<file path="src/common/sgmii_ra_pkg.sv">
package sgmii_ra_pkg;
  // Register indices; byte address is four times the index
  localparam logic [11:0] IDX_BASIC   = 12'h000;
  localparam logic [11:0] IDX_CONFIG_TWO    = 12'h014;
  localparam logic [11:0] IDX_LOWSPD  = 12'h16F;
  localparam logic [11:0] IDX_LNKDIS  = 12'h1DF;
  localparam logic [11:0] IDX_STATUS  = 12'h020;
  // Field positions
  localparam int BIT_LOOPBACK = 14;
  localparam int BIT_ISOLATE  = 10;
  localparam int BIT_NEG_EN   = 7;
  localparam int BIT_RATE_AD  = 7;
  localparam int BIT_LNK_DIS  = 0;
  // Reset values
  localparam logic [15:0] RST_BASIC  = 16'h0000;
  localparam logic [15:0] RST_CONFIG_TWO   = 16'h0080;
  localparam logic [15:0] RST_LOWSPD = 16'h0080;
  localparam logic [15:0] RST_LNKDIS = 16'h0000;
  // AXI responses
  localparam logic [1:0] RESP_OKAY   = 2'h0;
  localparam logic [1:0] RESP_SLVERR = 2'h2;
  // Replication counts per port speed
  localparam logic [6:0] REPS_10M   = 7'h64;
  localparam logic [6:0] REPS_100M  = 7'h0A;
  localparam logic [6:0] REPS_1000M = 7'h01;
  // Serial line rate in Mbit/s, independent of port speed
  localparam int LINE_RATE_MBPS = 1250;
  typedef enum logic [1:0] {
    SPD_10   = 2'h0,
    SPD_100  = 2'h1,
    SPD_1000 = 2'h2
  } speed_t;
  // Negotiation states, Gray coded along the path
  typedef enum logic [1:0] {
    NEG_IDLE = 2'b00,
    NEG_SEND = 2'b01,
    NEG_ACK  = 2'b11,
    NEG_DONE = 2'b10
  } neg_state_t;
  // Frame byte on the MAC-side stream
  typedef struct packed {
    logic [7:0] data;
    logic       last;
  } frame_byte_t;
  // Configuration word toward the link partner
  typedef struct packed {
    logic       link;
    logic       ack;
    logic [1:0] rsvd;
    speed_t     speed;
    logic [9:0] fill;
  } cfg_word_t;
endpackage

</file>
<file path="src/sgmii_rate_adapt.sv">
`timescale 1ns/1ps
`default_nettype none
module sgmii_rate_adapt
  import sgmii_ra_pkg::*;
(
  // Clock and reset
  input  wire logic        aclk,
  input  wire logic        aresetn,
  // AXI4-Lite slave
  input  wire logic [13:0] awaddr,
  input  wire logic        awvalid,
  output logic             awready,
  input  wire logic [31:0] wdata,
  input  wire logic [3:0]  wstrb,
  input  wire logic        wvalid,
  output logic             wready,
  output logic [1:0]       bresp,
  output logic             bvalid,
  input  wire logic        bready,
  input  wire logic [13:0] araddr,
  input  wire logic        arvalid,
  output logic             arready,
  output logic [31:0]      rdata,
  output logic [1:0]       rresp,
  output logic             rvalid,
  input  wire logic        rready,
  // Strap and media side status
  input  wire logic        mac_if_strap,
  input  wire logic        media_link,
  input  wire speed_t      media_speed,
  // Frame stream from the media side
  input  wire frame_byte_t in_byte,
  input  wire logic        in_valid,
  output logic             in_ready,
  // Toward the link coder
  output frame_byte_t      out_byte,
  output logic             out_en,
  output logic             out_sof,
  output logic             link_oe,
  // Negotiation words
  output cfg_word_t        cfg_tx,
  output logic             cfg_tx_en,
  input  wire logic        cfg_rx_valid,
  input  wire logic        cfg_rx_ack
);

  logic [15:0] basic_r, config_two_r, lowspd_r, lnkdis_r;
  logic        strap_r, strap_done_r;
  neg_state_t  neg_r;
  frame_byte_t byte_r;
  logic        busy_r, frame_r, sof_r;
  logic [6:0]  rep_r;
  speed_t      fspd_r;
  logic        aw_h_r, w_h_r, bv_r, rv_r;
  logic [11:0] aw_idx_r;
  logic [31:0] w_d_r, rd_r;
  logic [3:0]  w_s_r;
  logic [1:0]  bresp_r, rresp_r;

  // Byte-lane merge of a 16-bit register
  function automatic logic [15:0] merge(input logic [15:0] old, input logic [31:0] d,
                                        input logic [3:0] s);
    merge = old;
    if (s[0]) merge[7:0] = d[7:0];
    if (s[1]) merge[15:8] = d[15:8];
  endfunction

  // Repetitions per byte for a speed
  function automatic logic [6:0] reps(input speed_t s);
    unique case (s)
      SPD_10:  reps = REPS_10M;
      SPD_100: reps = REPS_100M;
      default: reps = REPS_1000M;
    endcase
  endfunction

  function automatic logic mapped(input logic [11:0] i);
    mapped = (i == IDX_BASIC) || (i == IDX_CONFIG_TWO) || (i == IDX_LOWSPD) ||
             (i == IDX_LNKDIS) || (i == IDX_STATUS);
  endfunction

  logic   neg_en, loopback, isolate, disabled, low_blk, run, acc, last_rep;
  speed_t link_spd;
  assign neg_en   = config_two_r[BIT_NEG_EN];
  assign loopback = basic_r[BIT_LOOPBACK];
  assign isolate  = basic_r[BIT_ISOLATE];   // Deliberately unused by the pins
  assign disabled = lnkdis_r[BIT_LNK_DIS];
  // Loopback and forced mode both take the media speed
  assign link_spd = media_speed;
  // 10 Mbps is held off while rate adaptation is still set
  assign low_blk  = (media_speed == SPD_10) && lowspd_r[BIT_RATE_AD];
  // Pins stay up under isolate; only a low strap or the disable control drops them
  assign link_oe  = strap_r && !disabled;
  assign run      = link_oe && !low_blk && (media_link || loopback) &&
                    (!neg_en || neg_r == NEG_DONE);
  assign last_rep = (rep_r == reps(fspd_r) - 7'h01);
  assign in_ready = run && (!busy_r || last_rep);
  assign acc      = in_valid && in_ready;

  // Strap caught on the first edge after reset release
  always_ff @(posedge aclk) begin
    if (!aresetn) begin
      strap_r      <= 1'b0;
      strap_done_r <= 1'b0;
    end else if (!strap_done_r) begin
      strap_r      <= mac_if_strap;
      strap_done_r <= 1'b1;
    end
  end

  // In-band negotiation: send config, then acknowledge, then done
  always_ff @(posedge aclk) begin
    if (!aresetn) begin
      neg_r <= NEG_IDLE;
    end else if (!neg_en || !link_oe || !(media_link || loopback)) begin
      neg_r <= NEG_IDLE;
    end else begin
      unique case (neg_r)
        NEG_IDLE: neg_r <= NEG_SEND;
        NEG_SEND: if (cfg_rx_valid) neg_r <= NEG_ACK; // Decoded from data timing
        NEG_ACK:  if (cfg_rx_ack) neg_r <= NEG_DONE;
        NEG_DONE: if (fspd_r != link_spd && !busy_r) neg_r <= NEG_SEND;
      endcase
    end
  end

  // Config word carries link state and media speed
  always_ff @(posedge aclk) begin
    if (!aresetn) begin
      cfg_tx    <= '0;
      cfg_tx_en <= 1'b0;
    end else begin
      cfg_tx.link  <= media_link || loopback;
      cfg_tx.ack   <= (neg_r == NEG_ACK);
      cfg_tx.rsvd  <= 2'h0;
      cfg_tx.speed <= link_spd;
      cfg_tx.fill  <= 10'h001;
      cfg_tx_en    <= neg_en && link_oe && (neg_r == NEG_SEND || neg_r == NEG_ACK);
    end
  end

  // Replicator: byte held and counted above the coder, so the coder
  // adds its start marker once; speed is latched per byte so no byte mixes two speeds
  always_ff @(posedge aclk) begin
    if (!aresetn) begin
      byte_r <= '0;
      busy_r <= 1'b0;
      rep_r  <= 7'h00;
      fspd_r <= SPD_1000;
    end else if (!link_oe) begin
      busy_r <= 1'b0;
      rep_r  <= 7'h00;
    end else if (acc) begin
      byte_r <= in_byte;
      busy_r <= 1'b1;
      rep_r  <= 7'h00;
      fspd_r <= link_spd;
    end else if (busy_r && last_rep) begin
      busy_r <= 1'b0;
      rep_r  <= 7'h00;
    end else if (busy_r) begin
      rep_r  <= rep_r + 7'h01;
    end else if (!busy_r) begin
      fspd_r <= link_spd;
    end
  end

  // Start marker once per frame
  always_ff @(posedge aclk) begin
    if (!aresetn) begin
      frame_r <= 1'b0;
      sof_r   <= 1'b0;
    end else begin
      sof_r <= acc && !frame_r;
      if (!link_oe) frame_r <= 1'b0;
      else if (acc) frame_r <= !in_byte.last;
    end
  end

  // One data stream each way and no forwarded clock toward the coder
  assign out_byte = byte_r;
  // A byte every cycle at any port speed keeps the line rate fixed
  assign out_en   = busy_r;
  assign out_sof  = sof_r;

  // AXI write channel: address and data taken in either order
  assign awready = !aw_h_r && !bv_r;
  assign wready  = !w_h_r && !bv_r;
  always_ff @(posedge aclk) begin
    if (!aresetn) begin
      aw_h_r   <= 1'b0;
      w_h_r    <= 1'b0;
      bv_r     <= 1'b0;
      aw_idx_r <= 12'h000;
      w_d_r    <= 32'h0000_0000;
      w_s_r    <= 4'h0;
      bresp_r  <= RESP_OKAY;
    end else begin
      if (awvalid && awready) begin
        aw_h_r   <= 1'b1;
        aw_idx_r <= awaddr[13:2];
      end
      if (wvalid && wready) begin
        w_h_r <= 1'b1;
        w_d_r <= wdata;
        w_s_r <= wstrb;
      end
      if (aw_h_r && w_h_r && !bv_r) begin
        aw_h_r  <= 1'b0;
        w_h_r   <= 1'b0;
        bv_r    <= 1'b1;
        bresp_r <= mapped(aw_idx_r) ? RESP_OKAY : RESP_SLVERR;
      end else if (bv_r && bready) begin
        bv_r <= 1'b0;
      end
    end
  end
  assign bvalid = bv_r;
  assign bresp  = bresp_r;

  // Register file update
  logic wr_go;
  assign wr_go = aw_h_r && w_h_r && !bv_r;
  always_ff @(posedge aclk) begin
    if (!aresetn) begin
      basic_r  <= RST_BASIC;
      config_two_r   <= RST_CONFIG_TWO;
      lowspd_r <= RST_LOWSPD;
      lnkdis_r <= RST_LNKDIS;
    end else if (wr_go) begin
      if (aw_idx_r == IDX_BASIC)  basic_r  <= merge(basic_r, w_d_r, w_s_r);
      if (aw_idx_r == IDX_CONFIG_TWO)   config_two_r   <= merge(config_two_r, w_d_r, w_s_r);
      if (aw_idx_r == IDX_LOWSPD) lowspd_r <= merge(lowspd_r, w_d_r, w_s_r);
      if (aw_idx_r == IDX_LNKDIS) lnkdis_r <= merge(lnkdis_r, w_d_r, w_s_r);
    end
  end

  // Read channel: one cycle from address to data
  logic [15:0] status;
  assign status = {10'h000, low_blk, busy_r, strap_r, (neg_r == NEG_DONE), fspd_r};
  assign arready = !rv_r;
  always_ff @(posedge aclk) begin
    if (!aresetn) begin
      rv_r    <= 1'b0;
      rd_r    <= 32'h0000_0000;
      rresp_r <= RESP_OKAY;
    end else if (arvalid && arready) begin
      rv_r    <= 1'b1;
      rresp_r <= mapped(araddr[13:2]) ? RESP_OKAY : RESP_SLVERR;
      unique case (araddr[13:2])
        IDX_BASIC:  rd_r <= {16'h0000, basic_r};
        IDX_CONFIG_TWO:   rd_r <= {16'h0000, config_two_r};
        IDX_LOWSPD: rd_r <= {16'h0000, lowspd_r};
        IDX_LNKDIS: rd_r <= {16'h0000, lnkdis_r};
        IDX_STATUS: rd_r <= {16'h0000, status};
        default:    rd_r <= 32'h0000_0000;
      endcase
    end else if (rv_r && rready) begin
      rv_r <= 1'b0;
    end
  end
  assign rvalid = rv_r;
  assign rdata  = rd_r;
  assign rresp  = rresp_r;
endmodule // sgmii_rate_adapt
`default_nettype wire

</file>
<file path="config.mk">
export PLATFORM = sky130hd
export DESIGN_NAME = sgmii_rate_adapt
export DESIGN_NICKNAME = d
export VERILOG_FILES = /design/src/common/sgmii_ra_pkg.sv /design/src/sgmii_rate_adapt.sv
export SDC_FILE = /design/constraint.sdc
export NUM_CORES = 1
export LEC_CHECK = 0
export ABC_AREA = 1
export BUFFER_PORTS_ARGS = -buffer_cell sky130_fd_sc_hd__buf_4
export CORE_ASPECT_RATIO = 1.25
export CORE_MARGIN = 5
export CORE_UTILIZATION = 50
export CTS_CLUSTER_DIAMETER = 80
export DETAILED_ROUTE_END_ITERATION = 7
export PLACE_DENSITY = 0.86
export SLEW_MARGIN = 25
export SYNTH_ARGS = -nofsm -noshare
export SYNTH_HDL_FRONTEND = slang
export SYNTH_SLANG_ARGS = --single-unit
</file>
<file path="constraint.sdc">
create_clock -name aclk -period 2.1 [get_ports aclk]
set_input_delay 0.42 -clock aclk [delete_from_list [all_inputs] [get_ports aclk]]
set_output_delay 0.42 -clock aclk [all_outputs]
set_load 0.05 [all_outputs]
</file>
==> impl_metrics.py, run 1 <==
metrics = {
    "placement": {
        "placed_area_mm2": 0.00735,
        "numPortBuffers": 106,
        "gp_congestion": 0.838,
        "hpwl_um": 11300,
    },
    "synth": {
        "yosysTopAreaCell": "dfxtp_1",
        "syn_area_mm2": 0.00647,
        "synth_most_common_cell": "nand2_1",
        "yosys_warnings": 0,
        "syn_area_per_cell_um2": 7.26,
        "ys_ff_latch": 146,
        "synth_cell_type_count": 36,
        "synthTopCellsByArea": "dfxtp_1, nand2_1, a21oi_1",
        "syn_inst": 891,
        "async_reset_ff_share_pct": 0,
        "synth-main-ff-cell": "dfxtp_1",
        "synth-seq-area-share_pct": 45.2,
        "synthTopCellsByCount": "nand2_1, dfxtp_1, a21oi_1, inv_1, nand3_1",
        "synth_top_cell_area_share_pct": 45.2,
        "synth_edf_count": 0,
    },
    "worst_setup_path": {
        "r2r_end": "basic_r[10]",
        "cp.arrival_ns": 1.64,
        "reg2reg_from": "aw_idx_r[6]",
        "rr_worst_depth": 6,
        "critical_path_class": "reg2out",
        "worst-r2r-setup-slack_ns": 0.25,
        "crit_required_ns": 1.68,
        "crit_path_end_kind": "primary output",
        "crit_fanout": 5,
        "critPathLaunchType": "flip-flop",
        "cp-startpoint": "fspd_r[0]",
        "crit_path_end": "in_ready",
    },
    "routing": {
        "drt-total-wl_um": 16400,
        "dr_wl_met3_um": 1460,
        "wl_met2_um": 7970,
        "drc": 0,
        "vias": 6207,
        "viasPerCell": 5.24,
        "wl_met1_um": 6690,
        "ant_nets": 0,
        "dr.pass1.iters": 5,
        "drt_iter0_markers": 632,
        "top_layer_used": "met4",
        "wl_per_cell_um": 13.9,
    },
    "sta": {
        "max_freq_mhz": 486,
        "whs_ns": 0.180,
        "fin_skew_ns": 0.00588,
        "fin_crit_ns": 2.06,
        "finalMaxSlewViolations": 0,
        "setup_viol": 0,
        "worstMarginPinSlew_ns": 0.605,
        "slew_headroom_pct": 59.7,
        "finalSetupTns_ns": 0,
        "period_share_pct": 98.0,
        "hold_viol_final": 0,
    },
    "die": {
        "die_h_um": 137,
        "pin_count": 158,
        "std_cell_rows": 46,
        "fp.dieArea_mm2": 0.0153,
        "die_w_um": 112,
        "coreArea_mm2": 0.0127,
        "initial_utilization_pct": 51.1,
    },
    "layout": {
        "drive_gt1_share_pct": 19.6,
        "final_nets": 1091,
        "fillers": 1066,
        "syn2layout_area_growth_pct": 25.2,
        "finalInstanceArea_mm2": 0.00809,
        "n_antenna_cell": 0,
    },
    "global_routing": {
        "track_usage_pct": 21.3,
        "grt_pass1_wl_um": 26700,
        "grt_pass1_vias": 5677,
        "antenna_found_initial": 0,
        "grt_max_degree": 55,
        "globalRoute.totalOverflow": 0,
    },
    "power": {
        "p_leak_nw": 3.44,
        "ir_worst_vdd_uv": 511,
        "powerDensity_mw_per_mm2": 847,
    },
    "clock_tree": {
        "cts_inserted_buffers": 17,
        "clk_latency_ns": 0.42,
        "cts.sinks": 146,
        "cts_buffer_depth": 2,
        "h-tree-depth": 4,
        "cts_tree": "built",
        "cts.clk_slew.worst_paths_ns": 0.06,
        "cts_root_buf": "clkbuf_16",
    },
    "status": {
        "run_status": "finished, final reports clean",
    },
    "hold_path": {
        "hold_path_class": "in2reg",
    },
    "job": {
        "cap_violations": 0,
    },
}
## cells by family (layout without fill, tap and decap cells)
family	after synthesis	after routing	synth area share, %
AND/OR/NAND/NOR	383	383	26.6
AO/OA/AOI/OAI	186	186	15.2
buffers and inverters	169	266	12.1
flip-flops	146	146	45.2
XOR/XNOR	5	5	0.677
adder cells (fa/ha/maj)	1	1	0.193
other	1	29	0.0580
## critical path, stage by stage (launching register included)
cell,delay (ns)
dfxtp_4,0.41
inv_4,0.06
o21ai_2,0.10
nand2_1,0.07
nor2_2,0.10
nand2_1,0.07
nand2_2,0.11
and2_4,0.16
buf_8,0.14
## timing repair
| action | in CTS | in global routing |
|---|---|---|
| gates cloned | 0 | 0 |
| buffers inserted | 2 | 3 |
| endpoints found under the setup margin | 1 | 1 |
| pin swaps | 2 | 2 |
| resized for setup | 8 | 18 |
| hold buffers | 0 | 0 |
## registers in the layout (all words and copies together), names as in the netlist, 2 cells and up
| signal | cells |
|---|---|
| basic_r | 16 |
| config_two_r | 16 |
| lnkdis_r | 16 |
| lowspd_r | 16 |
| rdata | 16 |
| w_d_r | 16 |
| aw_idx_r | 12 |
| out_byte | 9 |
| rep_r | 7 |
| cfg_tx | 5 |
| fspd_r | 2 |
| neg_r | 2 |
| w_s_r | 2 |
## power breakdown
part	total, mW	internal [mW]	switching, mW
clock	3.21	2.05	1.17
sequential	2.93	2.85	0.0767
combinational	0.714	0.224	0.490
total	6.86	5.12	1.73
## placed cells by master (no fill, tap or decap), drive strengths merged
cell type and n:
and3 1, nor2 83, a21oi 111, nand3 88, ha 1, clkinvlp 3
nor3 8, o31ai 1, or3b 1, dfxtp 146, conb 29, nand2 169
xnor2 3, o21ai 55, nand4 27, nor4 3, inv 98, buf 135
bufinv 4, and2 1, clkbuf 19, or2 2, o21a 1, o21bai 10
clkinv 7, o211ai 8, xor2 2
## metal layers
| layer | vias up | track usage [%] |
|---|---|---|
| met1 | 2780 | 25.8 |
| li1 | 3089 | - |
| met3 | 34 | 5.93 |
| met2 | 304 | 36.5 |
| met5 | - | 0 |
| met4 | 0 | 7.17 |
## metrics by stage
step,utilization [%],total power [mW],cells,worst slack [ns]
global placement,58.1,3.67,1147,0.148
floorplan,-,3.49,919,0.0603
finish,63.9,6.86,1184,0.0429
CTS,63.4,6.86,1181,0.00836
detailed placement,58.1,3.68,1147,0.121
global route,63.9,7.07,1184,-0.0251
## layout make-up
cell class / instances / area, um2 / share of cell area [%]
clock buffers: 19 / 453 / 5.60
repair buffers: 135 / 1020 / 12.6
inverters: 99 / 377 / 4.65
multi-input cells: 604 / 2910 / 36.0
flip-flops and latches: 146 / 2930 / 36.3
clock inverters: 13 / 184 / 2.27
well taps: 168 / 210 / 2.60
## how the worst min path moves through the flow
| stage | startpoint | end | slack [ns] | cells after the start |
|---|---|---|---|---|
| after global routing | bready | bvalid | 0.18 | 2 |
| after global placement | frame_r | out_sof | 0.41 | 1 |
| after detailed placement | frame_r | out_sof | 0.41 | 1 |
| after CTS | bready | bvalid | 0.17 | 2 |
| after floorplan | frame_r | out_sof | 0.40 | 1 |
| final | bready | bvalid | 0.18 | 2 |
Note: power is estimated with default switching activity, not from simulation.
==> run 2, diff against run 1 <==
--- a/config.mk
+++ b/config.mk
@@ -9,10 +9,10 @@
 export BUFFER_PORTS_ARGS = -buffer_cell sky130_fd_sc_hd__buf_4
 export CORE_ASPECT_RATIO = 1.25
 export CORE_MARGIN = 5
-export CORE_UTILIZATION = 50
+export CORE_UTILIZATION = 48
 export CTS_CLUSTER_DIAMETER = 80
 export DETAILED_ROUTE_END_ITERATION = 7
-export PLACE_DENSITY = 0.86
+export PLACE_DENSITY = 0.87
 export SLEW_MARGIN = 25
 export SYNTH_ARGS = -nofsm -noshare
 export SYNTH_HDL_FRONTEND = slang
==> constraint.sdc (replaced) <==
create_clock -name aclk -period 1.8 [get_ports aclk]
set_input_delay 0.36 -clock aclk [delete_from_list [all_inputs] [get_ports aclk]]
set_output_delay 0.36 -clock aclk [all_outputs]
set_load 0.05 [all_outputs]
==> impl_metrics.py, run 2 (same netlist as run 1, synthesis figures left out) <==
metrics = {
    "die": {
        "die_h_um": 140,
        "pin_count": 158,
        "die_w_um": 114,
        "initial_utilization_pct": 48.9,
        "coreArea_mm2": 0.0132,
        "fp.dieArea_mm2": 0.0159,
        "std_cell_rows": 47,
    },
    "sta": {
        "worstMarginPinSlew_ns": 0.600,
        "hold_viol_final": 0,
        "rsz0062_at_grt": "true",
        "period_share_pct": 110,
        "setup_ws_ns": -0.176,
        "fin_crit_ns": 1.98,
        "fin_skew_ns": 0.00802,
        "finalSetupTns_ns": -0.176,
        "max_freq_mhz": 506,
        "finalMaxSlewViolations": 0,
        "setup_viol": 1,
        "slew_headroom_pct": 59.9,
    },
    "layout": {
        "drive_gt1_share_pct": 22.3,
        "final_util_pct": 62.3,
        "n_antenna_cell": 0,
        "fillers": 1109,
        "final-seq-area_mm2": 0.00294,
        "multiInputGateArea_mm2": 0.00295,
        "layout_common_cells": "nand2_1, buf_4, dfxtp_1, a21oi_1, inv_1",
        "layout_commonest_cell": "nand2_1",
        "syn2layout_area_growth_pct": 27.6,
        "finalInstanceArea_mm2": 0.00825,
        "final_nets": 1104,
    },
    "power": {
        "p_leak_nw": 3.51,
        "ir_worst_vdd_uv": 422,
        "powerDensity_mw_per_mm2": 932,
        "total_power_mw": 7.69,
    },
    "hold_path": {
        "hold_start": "bready",
        "hold_depth": 2,
        "hold_path_class": "in2reg",
        "hold_end": "bvalid",
    },
    "routing": {
        "ant_nets": 0,
        "drt-total-wl_um": 17300,
        "viasPerCell": 5.25,
        "dr.pass1.iters": 5,
        "wl_per_cell_um": 14.4,
        "vias": 6301,
        "drt_iter0_markers": 701,
        "drc": 0,
    },
    "job": {
        "cap_violations": 0,
    },
    "placement": {
        "numPortBuffers": 106,
        "preCtsSetupSlack_ns": 0.0146,
        "placed_area_mm2": 0.00747,
        "gp_congestion": 0.845,
        "hpwl_um": 11600,
    },
    "worst_setup_path": {
        "r2r_end": "out_byte[0]",
        "cpPeakStageDelay_ns": 0.41,
        "cp.arrival_ns": 1.62,
        "worst-r2r-setup-slack_ns": 0.12,
        "crit_fanout": 5,
        "crit_family": "simple AND/OR/NAND/NOR gates",
        "critical_path_class": "reg2out",
        "crit_top_cell": "nand2_1",
        "worst_path_max_delay_cell": "dfxtp_4",
        "rr_worst_depth": 12,
        "crit_path_end_kind": "primary output",
        "cp.buffers_inverters": 2,
        "crit_required_ns": 1.44,
        "cp_cell_sequence": "inv_4 > o21ai_2 > nand2_1 > nor2_2 > nand2_1 > nand2_2 > and2_4 > buf_8",
        "reg2reg_from": "fspd_r[0]",
        "critPathLaunchType": "flip-flop",
    },
    "global_routing": {
        "track_usage_pct": 21.0,
        "globalRoute.totalOverflow": 0,
        "grt_util_met3_pct": 4.65,
        "gr-max-usage-layer": "met2",
        "grt_pass1_wl_um": 27700,
        "antenna_found_initial": 0,
        "grt_pass1_vias": 5839,
        "use_met2_pct": 34.9,
        "use_met1_pct": 26.8,
        "grt_max_degree": 81,
    },
    "clock_tree": {
        "cts_buffer_depth": 2,
        "h-tree-depth": 4,
        "cts.sinks": 146,
        "cts.clk_slew.worst_paths_ns": 0.06,
        "cts_inserted_buffers": 17,
        "cts_root_buf": "clkbuf_16",
        "clk_latency_ns": 0.42,
        "cts_tree": "built",
    },
    "status": {
        "run_status": "finished with violations",
        "violations": "negative setup slack",
    },
}
## run 2: cell types whose count changed in the layout (fill, tap and decap cells not counted), sizes merged
cell	change
clkbuf	-2
clkinvlp	+3
inv	+7
buf	+13
clkinv	-5
bufinv	-3
## run 2: final cells by class
type / count / area share [%]
Multi-Input combinational cell: 604 / 35.8
Sequential cell: 146 / 35.7
Timing Repair Buffer: 148 / 14.4
Clock buffer: 17 / 5.16
Inverter: 99 / 4.57
Tap cell: 171 / 2.59
Clock inverter: 15 / 1.79
## run 2: worst reg2reg max path, cell delays in order (launching register included)
cell	delay, ns
dfxtp_4	0.41
inv_4	0.07
o21ai_2	0.11
nand2_1	0.08
nor2_2	0.10
nand2_1	0.07
nand2_2	0.06
buf_4	0.12
nand3_4	0.12
buf_4	0.23
nand2_1	0.08
nand2_1	0.06
nor2_1	0.10
## run 2: through the flow
| step | hold slack, ns | instances |
|---|---|---|
| 3_3_place_gp | 0.412 | 1157 |
| 6_report | 0.135 | 1200 |
| 5_1_grt | 0.126 | 1200 |
| 4_1_cts | 0.122 | 1194 |
| 3_5_place_dp | 0.417 | 1157 |
| 2_1_floorplan | 0.388 | 919 |
## run 2: metal layers
layer  vias to the layer above  share of wire (%)
met4                         0                2.0
met2                       291                 49
met3                        33                8.1
met1                      2865                 41
li1                       3112                  -
met5                         -                  0
## run 2: how the worst max path moves through the flow
stage                     from       end  slack [ns]  cells after the start
floorplan               rvalid  rdata[4]        0.01                      7
global placement    media_link  in_ready        0.03                      7
detailed placement  media_link  in_ready        0.01                      7
CTS                  fspd_r[1]  in_ready       -0.14                      8
global route         fspd_r[0]  in_ready       -0.24                      8
finish               fspd_r[0]  in_ready       -0.18                      8
## run 2: what timing repair did
action                     4_1_cts  5_1_grt
hold buffers                     0        0
gates resized for setup         17       29
hold endpoints to repair         0        0
setup endpoints to repair        1       34
pin swaps                        6       13
setup buffers                    5        6
## run 2: power by group
part | internal [mW] | total [mW] | leakage (nW) | switching [mW]
sequential | 3.33 | 3.41 | 1.19 | 0.0886
combinational | 0.295 | 0.886 | 2.05 | 0.590
clock | 1.93 | 3.38 | 0.262 | 1.45
total | 5.56 | 7.69 | 3.51 | 2.13
==> run 3, diff against run 2 <==
--- a/config.mk
+++ b/config.mk
@@ -9,10 +9,10 @@
 export BUFFER_PORTS_ARGS = -buffer_cell sky130_fd_sc_hd__buf_4
 export CORE_ASPECT_RATIO = 1.25
 export CORE_MARGIN = 5
-export CORE_UTILIZATION = 48
+export CORE_UTILIZATION = 30
 export CTS_CLUSTER_DIAMETER = 80
 export DETAILED_ROUTE_END_ITERATION = 7
-export PLACE_DENSITY = 0.87
+export PLACE_DENSITY = 0.63
 export SLEW_MARGIN = 25
 export SYNTH_ARGS = -nofsm -noshare
 export SYNTH_HDL_FRONTEND = slang
==> impl_metrics.py, run 3 (same netlist as run 1, synthesis figures left out) <==
metrics = {
    "global_routing": {
        "grt_pass1_wl_um": 28400,
        "antenna_found_initial": 0,
        "track_usage_pct": 14.2,
        "globalRoute.totalOverflow": 0,
        "grt_pass1_vias": 5590,
        "grt_max_degree": 55,
    },
    "worst_setup_path": {
        "critical_path_class": "reg2out",
        "crit_fanout": 5,
        "cp-startpoint": "fspd_r[0]",
        "crit_path_end_kind": "primary output",
        "crit_required_ns": 1.44,
        "critPathLaunchType": "flip-flop",
        "reg2reg_from": "fspd_r[0]",
        "cp.arrival_ns": 1.57,
    },
    "sta": {
        "finalMaxSlewViolations": 0,
        "period_share_pct": 107,
        "setup_viol": 1,
        "setup_ws_ns": -0.128,
        "hold_viol_final": 0,
        "fin_skew_ns": 0.0172,
        "max_freq_mhz": 519,
        "rsz0062_at_grt": "true",
        "fin_crit_ns": 1.93,
    },
    "layout": {
        "fillers": 2262,
        "finalInstanceArea_mm2": 0.00838,
        "syn2layout_area_growth_pct": 29.6,
        "n_antenna_cell": 0,
        "drive_gt1_share_pct": 21.1,
        "final_cells": 1310,
        "layout_common_cells": "nand2_1, buf_4, dfxtp_1, a21oi_1, inv_1",
        "layout_commonest_cell": "nand2_1",
        "final_nets": 1106,
    },
    "clock_tree": {
        "cts.clk_slew.worst_paths_ns": 0.06,
        "cts_buffer_depth": 2,
        "cts.sinks": 146,
        "clk_latency_ns": 0.43,
        "cts_inserted_buffers": 17,
        "h-tree-depth": 4,
        "cts_tree": "built",
        "cts_root_buf": "clkbuf_16",
    },
    "die": {
        "pin_count": 158,
        "initial_utilization_pct": 30.2,
        "fp.dieArea_mm2": 0.0246,
        "die_h_um": 174,
        "coreArea_mm2": 0.0214,
        "die_w_um": 141,
        "std_cell_rows": 60,
    },
    "power": {
        "swShare_pct": 26.7,
        "combPwrFrac_pct": 11.3,
        "switchingPower_mw": 2.06,
        "powerDensity_mw_per_mm2": 919,
        "seq_power_share_pct": 44.4,
        "p_clk_share_pct": 44.3,
        "ir_worst_vdd_uv": 697,
        "p_leak_nw": 3.51,
        "p_int_mw": 5.64,
    },
    "placement": {
        "post-place-cells": 1268,
        "hpwl_um": 12600,
        "numPortBuffers": 106,
        "gp_congestion": 0.796,
        "placed_area_mm2": 0.00763,
    },
    "routing": {
        "vias": 5982,
        "dr_wl_met3_um": 1190,
        "top_layer_used": "met4",
        "viasPerCell": 4.57,
        "wl_met1_um": 8090,
        "wl_per_cell_um": 13.4,
        "drt_iter0_markers": 243,
        "drc": 0,
        "ant_nets": 0,
        "drt-total-wl_um": 17500,
        "dr.pass1.iters": 4,
        "wl_met2_um": 7980,
    },
    "hold_path": {
        "hold_start": "bready",
        "hold_path_class": "in2reg",
    },
    "job": {
        "cap_violations": 0,
    },
    "status": {
        "violations": "negative setup slack",
        "run_status": "finished with violations",
    },
}
-- run 3: cell types whose count changed in the layout (fill, tap and decap cells not counted), moves of 4 or more --
| cell | change |
|---|---|
| inv_6 | -4 |
| dfxtp_1 | +4 |
| nand2_1 | +4 |
| clkinvlp_4 | -4 |
-- run 3: worst paths after layout --
| path | endpoint | slack [ns] | cells past startpoint |
|---|---|---|---|
| worst min register to register | config_two_r[0] | 0.44 | 2 |
| worst max-delay path | in_ready | -0.13 | 8 |
| worst max register to register | out_sof | 0.15 | 11 |
| worst min-delay path | bvalid | 0.12 | 2 |
-- run 3: metrics by stage --
stage	power, mW	setup slack [ns]	TNS (ns)	hold slack (ns)	util (%)
final	7.70	-0.128	-0.128	0.120	39.2
after detailed placement	4.34	0.000499	0	0.429	35.6
after CTS	7.78	-0.142	-0.142	0.107	38.7
after global routing	8.04	-0.204	-0.210	0.121	39.2
after global placement	4.33	0.0302	0	0.425	35.6
after floorplan	4.08	0.0113	0	0.388	-
-- run 3: final cells by class --
cell class / instances / area [um2] / share of cell area (%)
clock inverter: 9 / 97.6 / 1.16
tap: 279 / 349 / 4.17
inverter: 99 / 374 / 4.47
multi-input combinational: 604 / 2940 / 35.1
clock buffer: 23 / 478 / 5.70
timing repair buffer: 150 / 1200 / 14.4
sequential: 146 / 2930 / 35.0
-- run 3: power by group through the flow --
stage | clock (mW) | combinational [mW] | sequential (mW)
after detailed placement | 0 | 0.852 | 3.48
final | 3.41 | 0.872 | 3.42
after CTS | 3.50 | 0.866 | 3.41
after global placement | 0 | 0.846 | 3.48
after floorplan | 0 | 0.553 | 3.52
after global routing | 3.65 | 0.958 | 3.43
-- run 3: per-layer routing --
layer | up-vias | global-route usage, %
li1 | 3121 | -
met1 | 2669 | 18.5
met2 | 176 | 23.2
met3 | 16 | 3.36
met4 | 0 | 4.32
met5 | - | 0
-- run 3: worst max-delay path, cell delays in order, from the launching register on --
cell     delay (ns)
dfxtp_4        0.39
inv_2          0.06
o21ai_2        0.10
nand2_1        0.07
nor2_2         0.11
nand2_1        0.07
nand2_2        0.06
and2_4         0.15
buf_8          0.14
-- run 3: timing repair --
action | CTS | global route
hold buffers | 0 | 0
buffers inserted | 5 | 5
resized for setup | 16 | 17
gates cloned | 0 | 0
pin swaps | 8 | 9
endpoints found under the setup margin | 1 | 49
